## src/hdl/uar_pkg.sv

```systemverilog
// Constants and types of the asynchronous receive recovery block
package uar_pkg;

    ////////////////////////////////////////////////////////////////////////
    // Sampling figures
    localparam logic [4:0] SPB_NORMAL   = 5'h10;
    localparam logic [4:0] SPB_DOUBLE   = 5'h08;
    localparam logic [4:0] VOTE_NORMAL  = 5'h08;
    localparam logic [4:0] VOTE_DOUBLE  = 5'h04;
    localparam logic [4:0] GUARD_DOUBLE = 5'h07;
    localparam logic [3:0] FRAME_MIN    = 4'h5;
    localparam logic [3:0] FRAME_MAX    = 4'ha;
    localparam int         WORD_W       = 10;

    ////////////////////////////////////////////////////////////////////////
    // Reset values
    localparam logic [4:0]        SMP_RST   = 5'h00;
    localparam logic [3:0]        BITN_RST  = 4'h0;
    localparam logic [WORD_W-1:0] SHIFT_RST = 10'h000;

    ////////////////////////////////////////////////////////////////////////
    // Types
    typedef enum logic [3:0] {
        ST_IDLE  = 4'h1,
        ST_START = 4'h2,
        ST_BITS  = 4'h4,
        ST_GUARD = 4'h8
    } uar_state_e;

    typedef struct packed {
        logic [WORD_W-1:0] data;
        logic              frame_error_flag;
        logic              overrun;
    } uar_entry_s;

    typedef struct packed {
        uar_state_e        st;
        logic [4:0]        smp;
        logic [3:0]        bitn;
        logic [3:0]        nbits;
        logic              ds;
        logic [1:0]        vs;
        logic              prev_rx;
        logic [WORD_W-1:0] shift;
        logic              lost;
        logic              busy;
        uar_entry_s        b0;
        logic              v0;
        uar_entry_s        b1;
        logic              v1;
    } uar_regs_s;

endpackage

```

## src/hdl/uar_rx_recovery.sv

```systemverilog
// Oversampling start detector, bit recovery and two-entry output buffer
`timescale 1ns/100ps
`default_nettype none

module uar_rx_recovery
(
    input  wire logic               i_core_clk,
    input  wire logic               i_rstn,
    input  wire logic               i_rx_enable,
    input  wire logic               i_double_speed_select,
    input  wire logic               i_sample_tick,
    input  wire logic [3:0]         i_frame_bits,
    input  wire logic               i_rxd,
    input  wire logic               i_out_ready,
    output logic                    o_out_valid,
    output uar_pkg::uar_entry_s     o_out_word,
    output logic                    o_busy
);
    import uar_pkg::*;

    uar_regs_s  s_q;
    uar_regs_s  s_d;
    logic [4:0] spb;
    logic [4:0] vf;
    logic [4:0] idx;
    logic       maj;
    logic       vote_end;
    logic       stop_end;
    logic       pop;
    logic [3:0] nbits_in;

    ////////////////////////////////////////////////////////////////////////
    // Sample indexing and voting
    assign spb      = s_q.ds ? SPB_DOUBLE : SPB_NORMAL;
    assign vf       = s_q.ds ? VOTE_DOUBLE : VOTE_NORMAL;
    assign idx      = (s_q.smp == spb) ? 5'h01 : s_q.smp + 5'h01;
    assign maj      = (s_q.vs[0] & s_q.vs[1]) | (s_q.vs[0] & i_rxd)
                    | (s_q.vs[1] & i_rxd);
    assign vote_end = i_sample_tick && (idx == vf + 5'h02);
    assign stop_end = vote_end && (s_q.st == ST_BITS)
                   && (s_q.bitn == s_q.nbits);
    assign pop      = s_q.v0 && i_out_ready;
    assign nbits_in = (i_frame_bits < FRAME_MIN) ? FRAME_MIN :
                      (i_frame_bits > FRAME_MAX) ? FRAME_MAX :
                      i_frame_bits;

    ////////////////////////////////////////////////////////////////////////
    // Next state
    always_comb
    begin
        uar_entry_s ent;
        ent = '{data: SHIFT_RST, frame_error_flag: 1'b0, overrun: 1'b0};
        s_d = s_q;
        if (i_sample_tick)
        begin
            s_d.prev_rx = i_rxd;
        end
        unique case (s_q.st)
            ST_IDLE:
            begin
                if (i_sample_tick && s_q.prev_rx && !i_rxd)
                begin
                    s_d.st    = ST_START;
                    s_d.smp   = 5'h01;
                    s_d.ds    = i_double_speed_select;
                    s_d.nbits = nbits_in;
                end
            end
            ST_START:
            begin
                if (i_sample_tick)
                begin
                    s_d.smp = idx;
                    if (idx == vf)
                    begin
                        s_d.vs[0] = i_rxd;
                    end
                    if (idx == vf + 5'h01)
                    begin
                        s_d.vs[1] = i_rxd;
                    end
                    if (vote_end && maj)
                    begin
                        s_d.st = ST_IDLE;
                    end
                    else if (idx == spb)
                    begin
                        // Index stays at the last sample; next tick is 1
                        s_d.st   = ST_BITS;
                        s_d.bitn = BITN_RST;
                    end
                end
            end
            ST_BITS:
            begin
                if (i_sample_tick)
                begin
                    s_d.smp = idx;
                    if (idx == vf)
                    begin
                        s_d.vs[0] = i_rxd;
                    end
                    if (idx == vf + 5'h01)
                    begin
                        s_d.vs[1] = i_rxd;
                    end
                    if (stop_end)
                    begin
                        s_d.st = s_q.ds ? ST_GUARD : ST_IDLE;
                    end
                    else if (vote_end)
                    begin
                        s_d.shift = {maj, s_q.shift[WORD_W-1:1]};
                    end
                    if (idx == spb)
                    begin
                        s_d.bitn = s_q.bitn + 4'h1;
                    end
                end
            end
            ST_GUARD:
            begin
                if (i_sample_tick)
                begin
                    s_d.smp = idx;
                    if (idx == GUARD_DOUBLE)
                    begin
                        s_d.st = ST_IDLE;
                    end
                end
            end
            default:
            begin
                s_d.st = ST_IDLE;
            end
        endcase

        // Right-justify the character and keep the stop verdict with it
        ent.data = s_q.shift >> (4'(WORD_W) - s_q.nbits);
        ent.frame_error_flag = !maj;
        ent.overrun = s_q.lost;

        if (pop)
        begin
            s_d.b0 = s_q.b1;
            s_d.v0 = s_q.v1;
            s_d.v1 = 1'b0;
        end
        if (stop_end)
        begin
            if (!s_d.v0)
            begin
                s_d.b0   = ent;
                s_d.v0   = 1'b1;
                s_d.lost = 1'b0;
            end
            else if (!s_d.v1)
            begin
                s_d.b1   = ent;
                s_d.v1   = 1'b1;
                s_d.lost = 1'b0;
            end
            else
            begin
                s_d.lost = 1'b1;
            end
        end

        if (!i_rx_enable)
        begin
            s_d.st      = ST_IDLE;
            s_d.smp     = SMP_RST;
            s_d.v0      = 1'b0;
            s_d.v1      = 1'b0;
            s_d.lost    = 1'b0;
            s_d.prev_rx = 1'b0;
        end
        s_d.busy = (s_d.st != ST_IDLE);
    end

    ////////////////////////////////////////////////////////////////////////
    // State register
    always_ff @(posedge i_core_clk or negedge i_rstn)
    begin
        if (!i_rstn)
        begin
            s_q <= '{st: ST_IDLE, smp: SMP_RST, bitn: BITN_RST,
                     nbits: FRAME_MIN, ds: 1'b0, vs: 2'h0, prev_rx: 1'b0,
                     shift: SHIFT_RST, lost: 1'b0, busy: 1'b0,
                     b0: '0, v0: 1'b0, b1: '0, v1: 1'b0};
        end
        else
        begin
            s_q <= s_d;
        end
    end

    assign o_out_valid = s_q.v0;
    assign o_out_word  = s_q.b0;
    assign o_busy      = s_q.busy;

    ////////////////////////////////////////////////////////////////////////
    // Checks
    property p_rate_range;
        @(posedge i_core_clk) disable iff (!i_rstn)
        (s_q.st != ST_IDLE) |-> (s_q.smp <= (s_q.ds ? 5'h08 : 5'h10));
    endproperty
    a_rate_range: assert property (p_rate_range)
        else $error("sample index beyond bit length");

    property p_start_seen;
        @(posedge i_core_clk) disable iff (!i_rstn)
        (s_q.st == ST_IDLE && i_rx_enable && i_sample_tick
         && s_q.prev_rx && !i_rxd)
        |=> (s_q.st == ST_START && s_q.smp == 5'h01);
    endproperty
    a_start_seen: assert property (p_start_seen)
        else $error("falling edge did not start qualification");

    property p_noise_reject;
        @(posedge i_core_clk) disable iff (!i_rstn)
        (s_q.st == ST_START && vote_end && maj)
        |=> (s_q.st == ST_IDLE);
    endproperty
    a_noise_reject: assert property (p_noise_reject)
        else $error("noisy start bit not rejected");

    property p_start_vote_point;
        @(posedge i_core_clk) disable iff (!i_rstn)
        (s_q.st == ST_START && i_rx_enable && i_sample_tick && idx == vf)
        |=> (s_q.vs[0] == $past(i_rxd));
    endproperty
    a_start_vote_point: assert property (p_start_vote_point)
        else $error("start vote sample not taken at its point");

    property p_align;
        @(posedge i_core_clk) disable iff (!i_rstn)
        (s_q.st == ST_START && i_rx_enable && i_sample_tick && idx == spb)
        |=> (s_q.st == ST_BITS && s_q.bitn == 4'h0
             && s_q.smp == (s_q.ds ? 5'h08 : 5'h10));
    endproperty
    a_align: assert property (p_align)
        else $error("bit timing not aligned after start");

    property p_bit_step;
        @(posedge i_core_clk) disable iff (!i_rstn)
        (s_q.st == ST_BITS && i_rx_enable && i_sample_tick
         && idx == spb && !stop_end)
        |=> (s_q.smp == (s_q.ds ? 5'h08 : 5'h10)
             && s_q.bitn == $past(s_q.bitn) + 4'h1);
    endproperty
    a_bit_step: assert property (p_bit_step)
        else $error("bit counter did not advance");

    property p_stop_frame_error;
        @(posedge i_core_clk) disable iff (!i_rstn)
        (stop_end && i_rx_enable && !s_q.vs[0] && !s_q.vs[1]
         && !s_q.v0)
        |=> (s_q.v0 && s_q.b0.frame_error_flag);
    endproperty
    a_stop_frame_error: assert property (p_stop_frame_error)
        else $error("low stop bit gave no frame error");

    property p_stop_last;
        @(posedge i_core_clk) disable iff (!i_rstn)
        (stop_end && i_rx_enable) |=> (s_q.st != ST_BITS);
    endproperty
    a_stop_last: assert property (p_stop_last)
        else $error("recovery ran past first stop bit");

    property p_early_start;
        @(posedge i_core_clk) disable iff (!i_rstn)
        (stop_end && i_rx_enable && !s_q.ds) |=> (s_q.st == ST_IDLE);
    endproperty
    a_early_start: assert property (p_early_start)
        else $error("normal mode not idle after stop vote");

    property p_guard_entry;
        @(posedge i_core_clk) disable iff (!i_rstn)
        (stop_end && i_rx_enable && s_q.ds)
        |=> (s_q.st == ST_GUARD && s_q.smp == 5'h06);
    endproperty
    a_guard_entry: assert property (p_guard_entry)
        else $error("double speed stop did not enter guard at sample 6");

    property p_frame_len;
        @(posedge i_core_clk) disable iff (!i_rstn)
        (s_q.st != ST_IDLE) |-> (s_q.nbits >= 4'h5 && s_q.nbits <= 4'ha);
    endproperty
    a_frame_len: assert property (p_frame_len)
        else $error("frame length outside five to ten");

    property p_buffer_order;
        @(posedge i_core_clk) disable iff (!i_rstn)
        s_q.v1 |-> s_q.v0;
    endproperty
    a_buffer_order: assert property (p_buffer_order)
        else $error("second entry held without first");

    property p_disable;
        @(posedge i_core_clk) disable iff (!i_rstn)
        !i_rx_enable |=> (s_q.st == ST_IDLE && !o_out_valid && !o_busy);
    endproperty
    a_disable: assert property (p_disable)
        else $error("disable did not return to idle");

endmodule

`default_nettype wire

```

## config.mk

```make
export PLATFORM = sky130hd
export DESIGN_NAME = uar_rx_recovery
export DESIGN_NICKNAME = d
export VERILOG_FILES = /design/src/hdl/uar_pkg.sv /design/src/hdl/uar_rx_recovery.sv
export SDC_FILE = /design/constraint.sdc
export NUM_CORES = 1
export LEC_CHECK = 0
export BUFFER_PORTS_ARGS = -buffer_cell sky130_fd_sc_hd__buf_2
export CELL_PAD_IN_SITES_DETAIL_PLACEMENT = 1
export CELL_PAD_IN_SITES_GLOBAL_PLACEMENT = 2
export CORE_ASPECT_RATIO = 0.5
export CORE_MARGIN = 2
export CORE_UTILIZATION = 43
export DETAILED_ROUTE_END_ITERATION = 12
export PLACE_DENSITY_LB_ADDON = 0.3
export REMOVE_ABC_BUFFERS = 1
export SYNTH_ARGS = -nofsm -noshare
export SYNTH_HDL_FRONTEND = slang
export SYNTH_SLANG_ARGS = --single-unit
export TNS_END_PERCENT = 30
```

## constraint.sdc

```tcl
create_clock -name i_core_clk -period 4.8 [get_ports i_core_clk]
set_clock_uncertainty 0.05 [all_clocks]
set_input_delay 1.2 -clock i_core_clk [delete_from_list [all_inputs] [get_ports i_core_clk]]
set_output_delay 1.2 -clock i_core_clk [all_outputs]
set_load 0.05 [all_outputs]
```

; ---- Yosys cells after proc, flatten, opt, wreduce, memory -nomap -nowiden
; Cells that the tools add are included.
[op_classes]
addsub = 5
n_lt_le_gt_ge = 2
n_eq_ne = 24
n_shift = 1
n_mux = 35
bitwise = 7
n_reduce_logical = 18
[op_table]
columns = operator, n
row1 = $mux W13, 6
row2 = $mux W4, 11
row3 = $mux W9, 3
row4 = $mux W26, 1
row5 = $eq A5 B5 Y1, 4
row6 = $pmux W5 S4, 1
row7 = $pmux W4 S4, 1
row8 = $ne A3 B3 Y1 const B, 4
row9 = $mux W5, 2
row10 = $shr A10 B4 Y10, 1
row11 = $mux W1, 9
row12 = $reduce_and A3 Y1, 3
row13 = $ne A2 B2 Y1 const B, 4
row14 = $pmux W4 S2, 1
row15 = $logic_and A1 B1 Y1, 7
row16 = $ne A2 B1 Y1 const B, 3
row17 = $reduce_and A6 Y1, 1
row18 = $add A4 B1 Y5 const B, 1
row19 = $add A4 B2 Y5 const B, 1
row20 = $add A5 B1 Y5 const B, 1
row21 = $eq A5 B3 Y1 const B, 1
row22 = $eq A5 B4 Y1, 1
row23 = $ne A5 B1 Y1 const B, 1
row24 = $reduce_and A5 Y1, 1
row25 = other kinds (18), 23
[totals]
reg_bits = 59
output_inout_bits = 14
word_cells = 111

; ---- Longest topological paths before layout
[logic_depth]
word_depth = 12
mapped_depth = 10
depth_no_buf = 8

; ---- Worst setup path before layout
; No wires, ideal clock.
[synth_path]
kind = input to register
from = input port i_sample_tick
to = register s_q[48] in the netlist's numbering
arrival_time_ps = 2693
t_required_ps = 4683
slack_ps = 1991
cell_stages = 6
path_buffers = 1
cell_sequence = clkbuf_1 -> nand2_1 -> nor4_1 -> o211ai_1 -> or4b_2 -> nand2_1
[synth_via]
elab_chain_cells = 4
[synth_lines]
columns = element, line
row1 = start: declaration, uar_rx_recovery.sv:11  ; input wire logic i_sample_tick,
row2 = $logic_and A1 B1 Y1, uar_rx_recovery.sv:39  ; assign vote_end = i_sample_tick && (idx == vf + 5'h02);
row3 = $logic_and A1 B1 Y1, uar_rx_recovery.sv:82  ; if (vote_end && maj)
row4 = $ne A2 B2 Y1 (no line), n/a
row5 = $reduce_and A6 Y1 (no line) (*), n/a
row6 = end signal: assignment, uar_rx_recovery.sv:187  ; s_q <= '{st: ST_IDLE, smp: SMP_RST, bitn: BITN_RST,
row7 = end: declaration, uar_rx_recovery.sv:21  ; uar_regs_s s_q;
; Mark *: on every way between the ends. The rest lies on a longest branch, timed or not.
; A chain may end at the register's enable or synchronous reset.

==> impl_metrics.json <==
{
  "grt_max_degree": 36,
  "irDropWorstVdd_mv": 0.188,
  "grt_pass1_vias": 2751,
  "cts_tree": "yes",
  "antenna_cells": 0,
  "start_kind": "register",
  "grt_pass1_wl_mm": 14.0,
  "postSynth.asyncResetShare_pct": 100,
  "synth-seq-cells": 59,
  "final.period_utilization_pct": 71.5,
  "status": "complete, no violations",
  "fmax_mhz": 291,
  "grt_usage_pct": 20.2,
  "clkPwrFrac_pct": 49.9,
  "drive_above_1_share_pct": 23.6,
  "antenna_found_initial": 0,
  "fin_setup_tns_ns": 0,
  "die_h_um": 68.6,
  "regArea_mm2": 0.00148,
  "r2r-end": "o_out_word[0]",
  "syn_inst": 337,
  "syn_area_per_cell_um2": 10.7,
  "power.density_mw_per_mm2": 353,
  "drtIter0Drc": 113,
  "worstSetupPathType": "reg -> reg",
  "reg2reg_slack_ns": 1.37,
  "final_nets": 365,
  "rows": 23,
  "r2r_cells": 7,
  "via_per_inst": 5.52,
  "yosys_most_used_dff": "dfrtp_1",
  "leakage_nw": 1.94,
  "cts_hold_buffers": 0,
  "clk_pin_slew_ns": 0.06,
  "grt.overflow.total": 0,
  "routedWlPerCell_um": 18.0,
  "finalSetupViolations": 0,
  "min_path_cells": 1,
  "p_int_w": 0.00103,
  "drc": 0,
  "dpl.hpwl_mm": 5.82,
  "hold_viol": 0,
  "switchingPower_w": 0.000383,
  "vias": 2563,
  "comb_power_share_pct": 11.2,
  "fin_util_pct": 49.8,
  "fillCellCount": 871,
  "clk_latency_ns": 0.33,
  "clockRootBuffer": "clkbuf_16",
  "synthToLayoutAreaGrowth_pct": 11.8,
  "die_w_um": 133,
  "synth_edf_count": 0,
  "min_to": "s_q[1]",
  "crit_required_ns": 4.96,
  "clockBufferDepth": 2,
  "fin_crit_ns": 3.43,
  "hp-start": "s_q[1]",
  "clock_sinks": 59,
  "port_buffers": 24,
  "core-area_mm2": 0.00806,
  "r2r-start": "s_q[50]",
  "synth_cell_type_count": 64,
  "end_kind": "register",
  "cts_resized": 0,
  "num_io_pins": 25,
  "ys_warn_count": 0,
  "postRouteAntennaNets": 0,
  "setup_ws_ns": 1.37,
  "seq_power_share_pct": 39.0,
  "drv_cap": 0,
  "slew_headroom_pct": 44.6,
  "cp.arrival_ns": 3.60,
  "path_max_fanout": 12,
  "tightest_slew_ns": 0.830,
  "initial_utilization_pct": 44.6,
  "routed_wl_mm": 8.37,
  "post_cts_buffers": 0,
  "die-area_mm2": 0.00915,
  "hold_ws_ns": 0.459,
  "cts_max_level": 3,
  "drt_pre_antenna_iters": 4,
  "pre_cts_ws_ns": 1.42,
  "cts_inserted_buffers": 9,
  "gp_congestion": 0.828,
  "multi_input_area_mm2": 0.00187,
  "synthesis.area_mm2": 0.00359,
  "hp-class": "reg -> reg",
  "switching_share_pct": 27.0,
  "rsz0062_at_grt": "no",
  "drv_slew": 0,
  "seq_area_frac_synth_pct": 41.2
}
==> cell type report <==
class	instances	area share [%]
inverter	19	1.78
clock inverter	7	2.52
sequential	59	36.9
clock buffer	9	5.61
tap	112	3.49
multi-input combinational	233	46.6
timing repair buffer	25	3.18
==> cells in the final DEF, fill, tap and decap left out, types with 4 or more instances in the layout <==
cell type	count
a211oi_1	4
a21oi_1	10
buf_2	24
clkbuf_16	9
dfrtp_1	56
ha_1	7
inv_1	19
mux2_2	11
mux2_4	10
mux2i_1	41
nand2_1	27
nand2b_1	4
nand3_1	7
nand4_1	4
nor2_1	14
nor2b_1	4
nor3_1	5
o21ai_0	17
xnor2_1	8
xor2_1	4
==> worst max path at each step <==
stage	cells after the start	startpoint	endpoint	slack, ns
after floorplan	7	s_q[50]	s_q[28]	1.89
after global placement	7	s_q[50]	o_out_word[0]	1.60
after detailed placement	7	s_q[50]	o_out_word[0]	1.42
after CTS	7	s_q[50]	o_out_word[0]	1.39
after global routing	7	s_q[50]	o_out_word[0]	1.09
final	7	s_q[50]	o_out_word[0]	1.37
==> registers in the layout, indices dropped and copies added (netlist names) <==
register / flops
o_busy: 1
s_q: 45
o_out_word: 12
o_out_valid: 1
==> logic make-up (layout without fill, tap and decap cells) <==
kind of cell               after synthesis  in the layout  share of synthesized area, %
muxes                                   65             65                          20.6
and+or+nand+nor                         93             93                          14.8
xor gates and xnor gates                13             13                          3.38
DFF                                     59             59                          41.2
AOI/OAI and AO/OA                       54             54                          10.5
buffers and inverters                   45             60                          6.76
adders and majority gates                8              8                          2.72
==> routing by layer <==
metal	routed length (µm)	track usage (%)	vias to the layer above	share of wire (%)
met5	0	0	-	0
met4	68	4.79	0	0.81
met3	274	7.02	8	3.3
met2	4110	36.1	32	49
met1	3910	24.1	1303	47
li1	-	-	1220	-
==> critical path: stages, from the launching register on <==
cell and delay [ns]:
dfrtp_1 0.51, ha_1 0.37, xor2_1 0.26, inv_1 0.10, a31oi_4 0.21, mux2i_1 0.56, nand3_1 0.73, mux2_2 0.52
==> synthesized netlist by cell type (2+ instances only) <==
cell	count	area (µm²)
a211oi_1	4	30.0
mux2i_1	41	410
or4b_2	2	20.0
xor2_1	4	35.0
a32o_1	2	20.0
inv_1	19	71.3
dfrtp_1	56	1400
clkbuf_1	7	26.3
dfstp_2	3	78.8
mux4_2	2	45.0
nor4b_1	3	26.3
buf_6	3	33.8
a31oi_1	3	18.8
a22o_1	2	17.5
nand3b_1	3	22.5
a21oi_1	10	50.1
nor3_1	5	25.0
o21ai_0	17	85.1
and4_2	2	20.0
buf_4	13	97.6
nor2b_1	4	25.0
nand3_1	7	35.0
ha_1	7	87.6
or2_2	3	18.8
nand2b_1	4	25.0
nand4_1	4	25.0
and3_1	2	12.5
nor4_1	2	12.5
mux2_2	11	124
nor2_1	14	52.6
mux2_4	10	150
o21a_1	3	22.5
xnor2_1	8	70.1
nand2_1	27	101
==> power groups by stage <==
stage / sequential [W] / combinational, W / clock [W]
floorplan: 0.000550 / 0.000113 / 0
global placement: 0.000559 / 0.000152 / 0
detailed placement: 0.000560 / 0.000158 / 0
CTS: 0.000552 / 0.000160 / 0.000724
global route: 0.000557 / 0.000177 / 0.000746
finish: 0.000553 / 0.000158 / 0.000707
==> per-stage QoR <==
stage	power (W)	area, µm²	std cells
CTS	0.00144	4020	464
finish	0.00142	4020	464
floorplan	0.000663	3420	311
global placement	0.000711	3690	448
detailed placement	0.000718	3690	448
global route	0.00148	4020	464
Note: power is estimated with default switching activity, not from simulation.
